[src/rtl/sild_consts.svh]
`ifndef SILD_CONSTS_SVH
`define SILD_CONSTS_SVH

// ==========================================================
// widths and timing
`define SILD_WIDTH        8
`define SILD_MSB          7
`define SILD_ZERO8        8'h00
`define SILD_ALL_OFF      8'h00
`define SILD_CLK_NS       10
`define SILD_STB_GAP_NS   300
`define SILD_STB_GAP_CYC  ((`SILD_STB_GAP_NS+`SILD_CLK_NS-1)/`SILD_CLK_NS)

`endif

[src/rtl/sild_pkg.sv]
package sild_pkg;

   // ==========================================================
   // shared types
   typedef logic [7:0] sild_byte_t;

   // serial-side inputs from the controller
   typedef struct packed
   {
      logic       sclk;
      logic       sdata;
      logic       strobe;
      logic       out_disable;
   } sild_ctrl_s;

   // complete state of the block
   typedef struct packed
   {
      sild_byte_t shift;
      sild_byte_t latch;
      sild_byte_t drive;
      logic       sclk_q;
      logic       sout;
   } sild_state_s;

endpackage

[src/rtl/sild_driver.sv]
`timescale 1ns/100ps
`include "sild_consts.svh"
// Overview of operation
// - rising serial clock samples data into stage one
// - later rising edges shift toward serial output
// - strobe high copies stages into latches
// - latches stay transparent while strobe high
// - disable high turns drivers off only
// - disable low drives outputs from latches
// - last stage drives chained serial output
module sild_driver
(
   // clock and reset
   input  wire logic                 clk,
   input  wire logic                 srst,
   // controller side
   input  wire sild_pkg::sild_ctrl_s ctrl,
   // driver, chain and latch outputs
   output      sild_pkg::sild_byte_t drive_on,
   output      logic                 serial_out,
   output      sild_pkg::sild_byte_t latch_view
);

   sild_pkg::sild_state_s state;
   sild_pkg::sild_state_s next_state;
   logic                  sclk_rise;

   // rising level seen against the previous sample
   function automatic logic rise_of
   (
      input logic now_lvl,
      input logic was_lvl
   );
      return now_lvl && !was_lvl;
   endfunction

   // edge of the serial clock, sampled in the system clock
   assign sclk_rise = rise_of(ctrl.sclk, state.sclk_q);

   // ==========================================================
   // next-state logic
   // next state: shift, latch, gate drivers
   always_comb
   begin
      next_state        = state;
      next_state.sclk_q = ctrl.sclk;
      if (sclk_rise)
      begin
         next_state.shift = {state.shift[`SILD_MSB-1:0], ctrl.sdata};
      end
      if (ctrl.strobe)
      begin
         next_state.latch = next_state.shift;
      end
      // otherwise latch holds
      next_state.sout = next_state.shift[`SILD_MSB];
      if (ctrl.out_disable)
      begin
         next_state.drive = `SILD_ALL_OFF;
      end
      else
      begin
         next_state.drive = next_state.latch;
      end
   end

   // ==========================================================
   // state register and outputs
   // state register
   always_ff @(posedge clk)
   begin
      if (srst)
      begin
         state.shift  <= `SILD_ZERO8;
         state.latch  <= `SILD_ZERO8;
         state.drive  <= `SILD_ALL_OFF;
         state.sclk_q <= 1'b0;
         state.sout   <= 1'b0;
      end
      else
      begin
         state <= next_state;
      end
   end

   // outputs straight from registered state
   assign drive_on   = state.drive;
   assign serial_out = state.sout;
   assign latch_view = state.latch;
endmodule

[config.mk]
export PLATFORM = sky130hd
export DESIGN_NAME = sild_driver
export DESIGN_NICKNAME = d
export VERILOG_FILES = /design/src/rtl/sild_pkg.sv /design/src/rtl/sild_driver.sv
export VERILOG_INCLUDE_DIRS = /design/src /design/src/rtl
export SDC_FILE = /design/constraint.sdc
export NUM_CORES = 1
export LEC_CHECK = 0
export ABC_AREA = 1
export BUFFER_PORTS_ARGS = -buffer_cell sky130_fd_sc_hd__buf_4
export CELL_PAD_IN_SITES_DETAIL_PLACEMENT = 1
export CELL_PAD_IN_SITES_GLOBAL_PLACEMENT = 2
export CORE_MARGIN = 5
export CORE_UTILIZATION = 32
export CTS_BUF_LIST = sky130_fd_sc_hd__clkbuf_8
export DETAILED_ROUTE_END_ITERATION = 6
export PLACE_DENSITY = 0.88
export SYNTH_ARGS = -nofsm -noshare
export SYNTH_HDL_FRONTEND = slang
export SYNTH_SLANG_ARGS = --single-unit
[constraint.sdc]
create_clock -name clk -period 1 [get_ports clk]
set_input_delay 0.1 -clock clk [delete_from_list [all_inputs] [get_ports clk]]
set_output_delay 0.1 -clock clk [all_outputs]
set_load 0.1 [all_outputs]
; ---- Yosys cells after proc, flatten, opt, wreduce, memory -nomap -nowiden
; Cells that the tools add are included.
[classes]
n_mux = 2
reduce_logical = 3
[ops]
columns = cell, count
row1 = $mux W8, 2
row2 = $reduce_or A2 Y1, 1
row3 = $logic_and A1 B1 Y1, 1
row4 = $logic_not A1 Y1, 1
[word_totals]
reg_bits = 26
output_inout_bits = 17
elab_cells = 10

; ---- Logic depth before layout (Yosys ltp)
; Gate-level depths: netlist (run 1).
[logic_depth]
word_depth = 4
depth_mapped = 6
depth_no_buf = 6

; ---- Worst setup path before layout (run 1)
; No wires, ideal clock.
[synth_timing]
path_type = register to register
startpoint = register state[25] (netlist bit)
endpoint = register state, in the netlist latch_view[7]
setup_ps = 64
arrival_ps = 1311
t_required_ps = 936
setup_slack_ps = -375
path_stages_with_launch = 5
period_less_slack_ps = 1375
cell_sequence = dfxtp_1 > nand2_1 > nand3_1 > nand2_1 > nor2_1
[synth_between]
elab_chain_cells = 2
[synth_rtl]
columns = item, line
row1 = from (decl), sild_driver.sv:24  ; sild_pkg::sild_state_s state;
row2 = from (signal assigned), sild_driver.sv:82  ; state <= next_state;
row3 = $mux W8, sild_driver.sv:47  ; if (sclk_rise)
row4 = $mux W8, sild_driver.sv:51  ; if (ctrl.strobe)
; Every way passes these cells.
; A chain may end at the register's enable or synchronous reset.

; ---- Final worst setup path (run 1)
[layout_timing]
startpoint = register state, in the netlist latch_view[5]
endpoint = output port latch_view[5]
[layout_rtl]
columns = item, line
row1 = to (decl), sild_driver.sv:21  ; output sild_pkg::sild_byte_t latch_view
; No word-level cell between the ends.

==> results of run 1 <==
[cells in the final DEF (no fill, tap or decap)]
cell type    n
a21oi_1      8
nand3_2      1
inv_6        1
clkinvlp_4   1
nand2_2      8
or2_0        2
nand2_1      8
buf_8        1
clkinv_2     1
buf_4       12
dfxtp_4      2
nor2_2       8
dfxtp_1     23
buf_6       12
nand2_8      1
clkbuf_8     3
nor2_1       9
or2_2        1
or2_1        6
nand3_1     15
inv_1        1
[area by class of cell]
type | count | area [sq um] | share of cell area, %
clock buffer | 3 | 41.3 | 3.34
clock inverter | 1 | 5.00 | 0.405
inverter | 2 | 12.5 | 1.01
multi-input combinational | 67 | 365 | 29.6
sequential | 25 | 508 | 41.1
tap | 44 | 55.1 | 4.46
timing repair buffer | 25 | 240 | 19.5
timing repair inverter | 1 | 7.51 | 0.608
[through the flow]
step | util, % | worst slack (ns)
floorplan | - | 0.110
global placement | 35.6 | 0.0559
detailed placement | 35.6 | 0.0242
CTS | 38.0 | 0.00130
global route | 40.8 | -0.0311
finish | 40.8 | 0.0371
[power by group through the flow]
stage / logic (mW) / registers, mW / clock network [mW]
final: 0.417 / 1.05 / 0.577
after floorplan: 0.352 / 1.06 / 0
after global placement: 0.383 / 1.06 / 0
after CTS: 0.395 / 1.04 / 0.606
after detailed placement: 0.387 / 1.06 / 0
after global routing: 0.439 / 1.05 / 0.645
[registers in the layout, indices dropped and copies added, names as in the netlist]
name and flops:
state 9, latch_view 8, drive_on 8
[logic make-up (layout without fill, tap and decap cells)]
| group | Yosys count | count (layout) |
|---|---|---|
| compound gates | 8 | 8 |
| flops | 25 | 25 |
| simple gates | 59 | 59 |
| buf+inv | 23 | 32 |
[worst paths after layout]
kind                             from                        to  depth (start not counted)
min                           ctrl[3]       state[1]$_SDFF_PP0_                          3
max          latch_view[5]$_SDFF_PP0_             latch_view[5]                          1
min reg2reg      state[19]$_SDFF_PP0_      state[19]$_SDFF_PP0_                          2
max reg2reg       state[1]$_SDFF_PP0_  latch_view[3]$_SDFF_PP0_                          6
[layer usage]
metal / vias up / wire length, um / share of wire, %
li1: 366 / - / -
met1: 359 / 921 / 45
met2: 20 / 979 / 48
met3: 6 / 73 / 3.6
met4: 0 / 52 / 2.6
met5: - / 0 / 0
[repair_timing]
action                                 in CTS  in global routing
hold buffers                                0                  0
endpoints found under the hold margin       0                  0
gates cloned                                0                  1
resized for setup                           7                 21
pin swaps                                   0                  1
buffers inserted                            0                  1
setup endpoints to repair                   7                 23
==> results.sh, run 1 <==
export IMPL_end_kind="output port"
export IMPL_clkPwrFrac_pct=28.3
export IMPL_place_area_sq_um=1080
export IMPL_die_height_um=66.1
export IMPL_syn_area_per_cell_sq_um=8.75
export IMPL_synthAdderAreaFrac_pct=0
export IMPL_ctsHtreeMaxLevel=1
export IMPL_hpwl_mm=1.41
export IMPL_setup_tns_final_ns=0
export IMPL_fin_nets=131
export IMPL_antenna_found_initial=0
export IMPL_grt_pass1_wl_mm=3.33
export IMPL_cp_required_ns=0.90
export IMPL_tightest_slew_ns=0.279
export IMPL_synth_cells=115
export IMPL_vias=751
export IMPL_leakagePower_nw=0.506
export IMPL_cp_data_arrival_time_ns=0.86
export IMPL_area_delta_synth_final_pct=22.8
export IMPL_ant_nets=0
export IMPL_slew_headroom_pct=81.5
export IMPL_timing_hold_ws_ns=0.126
export IMPL_grt_pass1_vias=748
export IMPL_synth_most_common_cell="dfxtp_1"
export IMPL_die_x_um=66.1
export IMPL_use_met3_pct=1.53
export IMPL_drv_slew=0
export IMPL_drt_first_pass_iters=4
export IMPL_stdcell_count=168
export IMPL_synth_area_leaders="dfxtp_1, buf_4, nand3_1"
export IMPL_fin_area_sq_um=1230
export IMPL_worstPathMaxFanout=2
export IMPL_grtUsageMet2_pct=16.5
export IMPL_max_freq_mhz=1040
export IMPL_grt_busiest_layer="met2"
export IMPL_synth_edf_count=0
export IMPL_synthesis_area_sq_um=1010
export IMPL_drive_above_1_share_pct=41.9
export IMPL_grt_max_degree=18
export IMPL_status="complete, no violations"
export IMPL_synth_warnings=0
export IMPL_synth_largest_area_cell="dfxtp_1"
export IMPL_worstSetupPathType="flop to output port"
export IMPL_setup_viol=0
export IMPL_cts_made_buffers=3
export IMPL_seq_area_frac_synth_pct=49.8
export IMPL_fp_dieArea_sq_um=4370
export IMPL_cap_viol_max_count=0
export IMPL_gp_congestion=0.793
export IMPL_drc=0
export IMPL_ys_top_cells_by_count="dfxtp_1, buf_4, nand2_1, nand3_1, nor2_1"
export IMPL_skew_ns=0.00653
export IMPL_rsz0062_at_grt="yes"
export IMPL_numClockSinks=25
export IMPL_power_density_nw_per_um2=1650
export IMPL_dp_cells=162
export IMPL_irDropWorstVdd_mv=0.396
export IMPL_finalCritPeriodShare_pct=96.3
export IMPL_synth_top_cell_area_share_pct=49.8
export IMPL_grt_usage_pct=9.88
export IMPL_fin_crit_ns=0.963
export IMPL_cts_max_path_buffers=2
export IMPL_synthFlopType="dfxtp_1"
export IMPL_rows=20
export IMPL_portBuffers=22
export IMPL_combPwrFrac_pct=20.5
export IMPL_insertion_delay_ns=0.26
export IMPL_path_delay_family="flip-flops"
export IMPL_finalHoldViolations=0
export IMPL_io_pins=23
export IMPL_synth_compound_area_share_pct=3.98
export IMPL_clk_pin_slew_worst_paths_ns=0.09
export IMPL_drt_initial_drc_count=18
export IMPL_switchingPower_mw=0.628
export IMPL_detail_route_wirelength_mm=2.03
export IMPL_hold_class="input port to flop"
export IMPL_met1_usage_pct=12.0
export IMPL_synth_xor_area_share_pct=0
export IMPL_cp_buffers_inverters=1
export IMPL_start_util_pct=33.2
export IMPL_synth_simple_gate_area_share_pct=29.0
export IMPL_r2r_slack_ns=0.04
export IMPL_p_seq_share_pct=51.3
export IMPL_slowest_delay_ns=0.38
export IMPL_diodes=0
export IMPL_total_power_mw=2.04
export IMPL_netSwitchingFraction_pct=30.8
export IMPL_core_sq_um=3030
export IMPL_synth_top_family_by_area="simple AND/OR/NAND/NOR gates"
export IMPL_worst_setup_path_start_kind="flop"
export IMPL_slowest_stage="dfxtp_1"
export IMPL_cts_root_buf="clkbuf_8"
export IMPL_synth_fp_nets=121
export IMPL_ys_ff_latch=25
export IMPL_ys_types=15
export IMPL_gr_total_overflow=0
export IMPL_fillCellCount=348
export IMPL_wl_per_cell_um=12.1
export IMPL_synthMuxAreaShare_pct=0
export IMPL_crit_chain="buf_8"
export IMPL_synthArstFlopShare_pct=0
export IMPL_vias_per_cell=4.47
export IMPL_p_int_mw=1.41
export IMPL_tritoncts="yes"
Power figures use the tool's default switching activity.
==> run 2, diff against run 1 <==
--- a/config.mk
+++ b/config.mk
@@ -7,14 +7,14 @@
 export NUM_CORES = 1
 export LEC_CHECK = 0
 export ABC_AREA = 1
-export BUFFER_PORTS_ARGS = -buffer_cell sky130_fd_sc_hd__buf_4
 export CELL_PAD_IN_SITES_DETAIL_PLACEMENT = 1
 export CELL_PAD_IN_SITES_GLOBAL_PLACEMENT = 2
 export CORE_MARGIN = 5
-export CORE_UTILIZATION = 32
+export CORE_UTILIZATION = 37
 export CTS_BUF_LIST = sky130_fd_sc_hd__clkbuf_8
 export DETAILED_ROUTE_END_ITERATION = 6
-export PLACE_DENSITY = 0.88
+export DONT_BUFFER_PORTS = 1
+export PLACE_DENSITY = 0.86
 export SYNTH_ARGS = -nofsm -noshare
 export SYNTH_HDL_FRONTEND = slang
 export SYNTH_SLANG_ARGS = --single-unit
==> results.sh, run 2 (same netlist as run 1, synthesis figures left out) <==
export IMPL_status="complete, but fails checks"
export IMPL_violations="negative hold slack"
export IMPL_die_height_um=62.1
export IMPL_cp_startpoint="latch_view[3]$_SDFF_PP0_"
export IMPL_die_x_um=62.1
export IMPL_fp_dieArea_sq_um=3860
export IMPL_grt_max_degree=19
export IMPL_cts_root_buf="clkbuf_8"
export IMPL_finalHoldViolations=16
export IMPL_cts_max_path_buffers=2
export IMPL_portBuffers=0
export IMPL_wl_per_cell_um=14.1
export IMPL_timing_final_ws_setup_ns=0.0417
export IMPL_final_core_util_pct=48.5
export IMPL_antenna_found_initial=0
export IMPL_cp_required_ns=0.90
export IMPL_grt_pass1_wl_mm=3.55
export IMPL_timing_hold_ws_ns=-0.117
export IMPL_path_delay_family="flip-flops"
export IMPL_ctsHoldBuffers=1
export IMPL_cp_buffers_inverters=1
export IMPL_dp_cells=142
export IMPL_worstPathMaxFanout=2
export IMPL_worst_setup_path_start_kind="flop"
export IMPL_slowest_delay_ns=0.36
export IMPL_regMostFlops="state"
export IMPL_numClockSinks=25
export IMPL_hp_start="srst"
export IMPL_io_pins=23
export IMPL_r2r_slack_ns=0.04
export IMPL_irDropWorstVdd_mv=1.01
export IMPL_cp_data_arrival_time_ns=0.86
export IMPL_drt_first_pass_iters=2
export IMPL_end_kind="output port"
export IMPL_dp_slack_ns=-0.0101
export IMPL_grt_pass1_vias=739
export IMPL_cap_viol_max_count=0
export IMPL_r2r_end="drive_on[5]$_SDFF_PP0_"
export IMPL_path_depth=1
export IMPL_leakagePower_nw=0.525
export IMPL_final_cell_mix="dfxtp_1, nor2_2, nand2_2, buf_6"
export IMPL_area_delta_synth_final_pct=29.5
export IMPL_tightest_slew_ns=0.772
export IMPL_vias=741
export IMPL_grt_usage_pct=11.6
export IMPL_stdcell_count=150
export IMPL_setup_tns_final_ns=0
export IMPL_cts_made_buffers=3
export IMPL_power_density_nw_per_um2=1570
export IMPL_gp_congestion=0.770
export IMPL_final_common_cell="dfxtp_1"
export IMPL_gr_total_overflow=0
export IMPL_crit_chain="buf_6"
export IMPL_drive_above_1_share_pct=47.1
export IMPL_fin_nets=126
export IMPL_skew_ns=0.00169
export IMPL_core_sq_um=2690
export IMPL_max_freq_mhz=1040
export IMPL_setup_viol=0
export IMPL_hold_class="input port to flop"
export IMPL_vias_per_cell=4.94
export IMPL_drv_slew=0
export IMPL_tritoncts="yes"
export IMPL_r2r_start="state[1]$_SDFF_PP0_"
export IMPL_clk_pin_slew_worst_paths_ns=0.08
export IMPL_ant_nets=0
export IMPL_r2r_cells=6
export IMPL_largest_register_ffs=9
export IMPL_rows=19
export IMPL_slew_headroom_pct=48.5
export IMPL_ctsHtreeMaxLevel=1
export IMPL_detail_route_wirelength_mm=2.12
export IMPL_hpwl_mm=1.45
export IMPL_drt_initial_drc_count=3
export IMPL_worstSetupPathType="flop to output port"
export IMPL_crit_end="latch_view[3]"
export IMPL_insertion_delay_ns=0.27
export IMPL_slowest_stage="dfxtp_1"
export IMPL_diodes=0
export IMPL_finalCritPeriodShare_pct=95.8
export IMPL_fin_crit_ns=0.958
export IMPL_drc=0
export IMPL_start_util_pct=37.4
## run 2: repair_timing
action	4_1_cts	5_1_grt
endpoints found under the setup margin	10	18
gates resized for setup	8	25
setup buffers	1	2
endpoints found under the hold margin	17	16
pin swaps	0	7
## run 2: per-layer routing
metal | up-vias | global-route usage (%) | part of all wire [%]
met1 | 359 | 12.0 | 39
met4 | 0 | 6.50 | 2.6
li1 | 357 | - | -
met2 | 19 | 19.3 | 52
met5 | - | 0 | 0
met3 | 6 | 5.05 | 6.0
## run 2: cell type report
cell class / count / area [sq um]
Fill cell: 305 / 1380
Clock buffer: 3 / 41.3
Sequential cell: 25 / 505
Inverter: 2 / 10.0
Multi-Input combinational cell: 67 / 402
Timing Repair Buffer: 21 / 302
Tap cell: 31 / 38.8
Clock inverter: 1 / 3.75
## run 2: worst min-delay path by stage
| stage | end | cells after the start |
|---|---|---|
| floorplan | state[25]$_SDFF_PP0_ | 2 |
| global placement | state[25]$_SDFF_PP0_ | 1 |
| detailed placement | state[25]$_SDFF_PP0_ | 1 |
| CTS | state[25]$_SDFF_PP0_ | 1 |
| global route | latch_view[0]$_SDFF_PP0_ | 1 |
| finish | state[25]$_SDFF_PP0_ | 1 |
## run 2: report_power, final
part / switching [mW] / internal [mW] / leakage, nW
Clock: 0.310 / 0.275 / 0.0269
Combinational: 0.282 / 0.131 / 0.293
Sequential: 0.0245 / 1.03 / 0.205
Total: 0.616 / 1.43 / 0.525
## run 2: stage by stage
| stage | area (sq um) | total power, mW | hold slack, ns |
|---|---|---|---|
| 2_1_floorplan | 1010 | 1.41 | 0.271 |
| 4_1_cts | 1200 | 2.03 | -0.125 |
| 3_3_place_gp | 1110 | 1.43 | 0.169 |
| 6_report | 1300 | 2.05 | -0.117 |
| 5_1_grt | 1300 | 2.12 | -0.128 |
| 3_5_place_dp | 1110 | 1.44 | 0.167 |
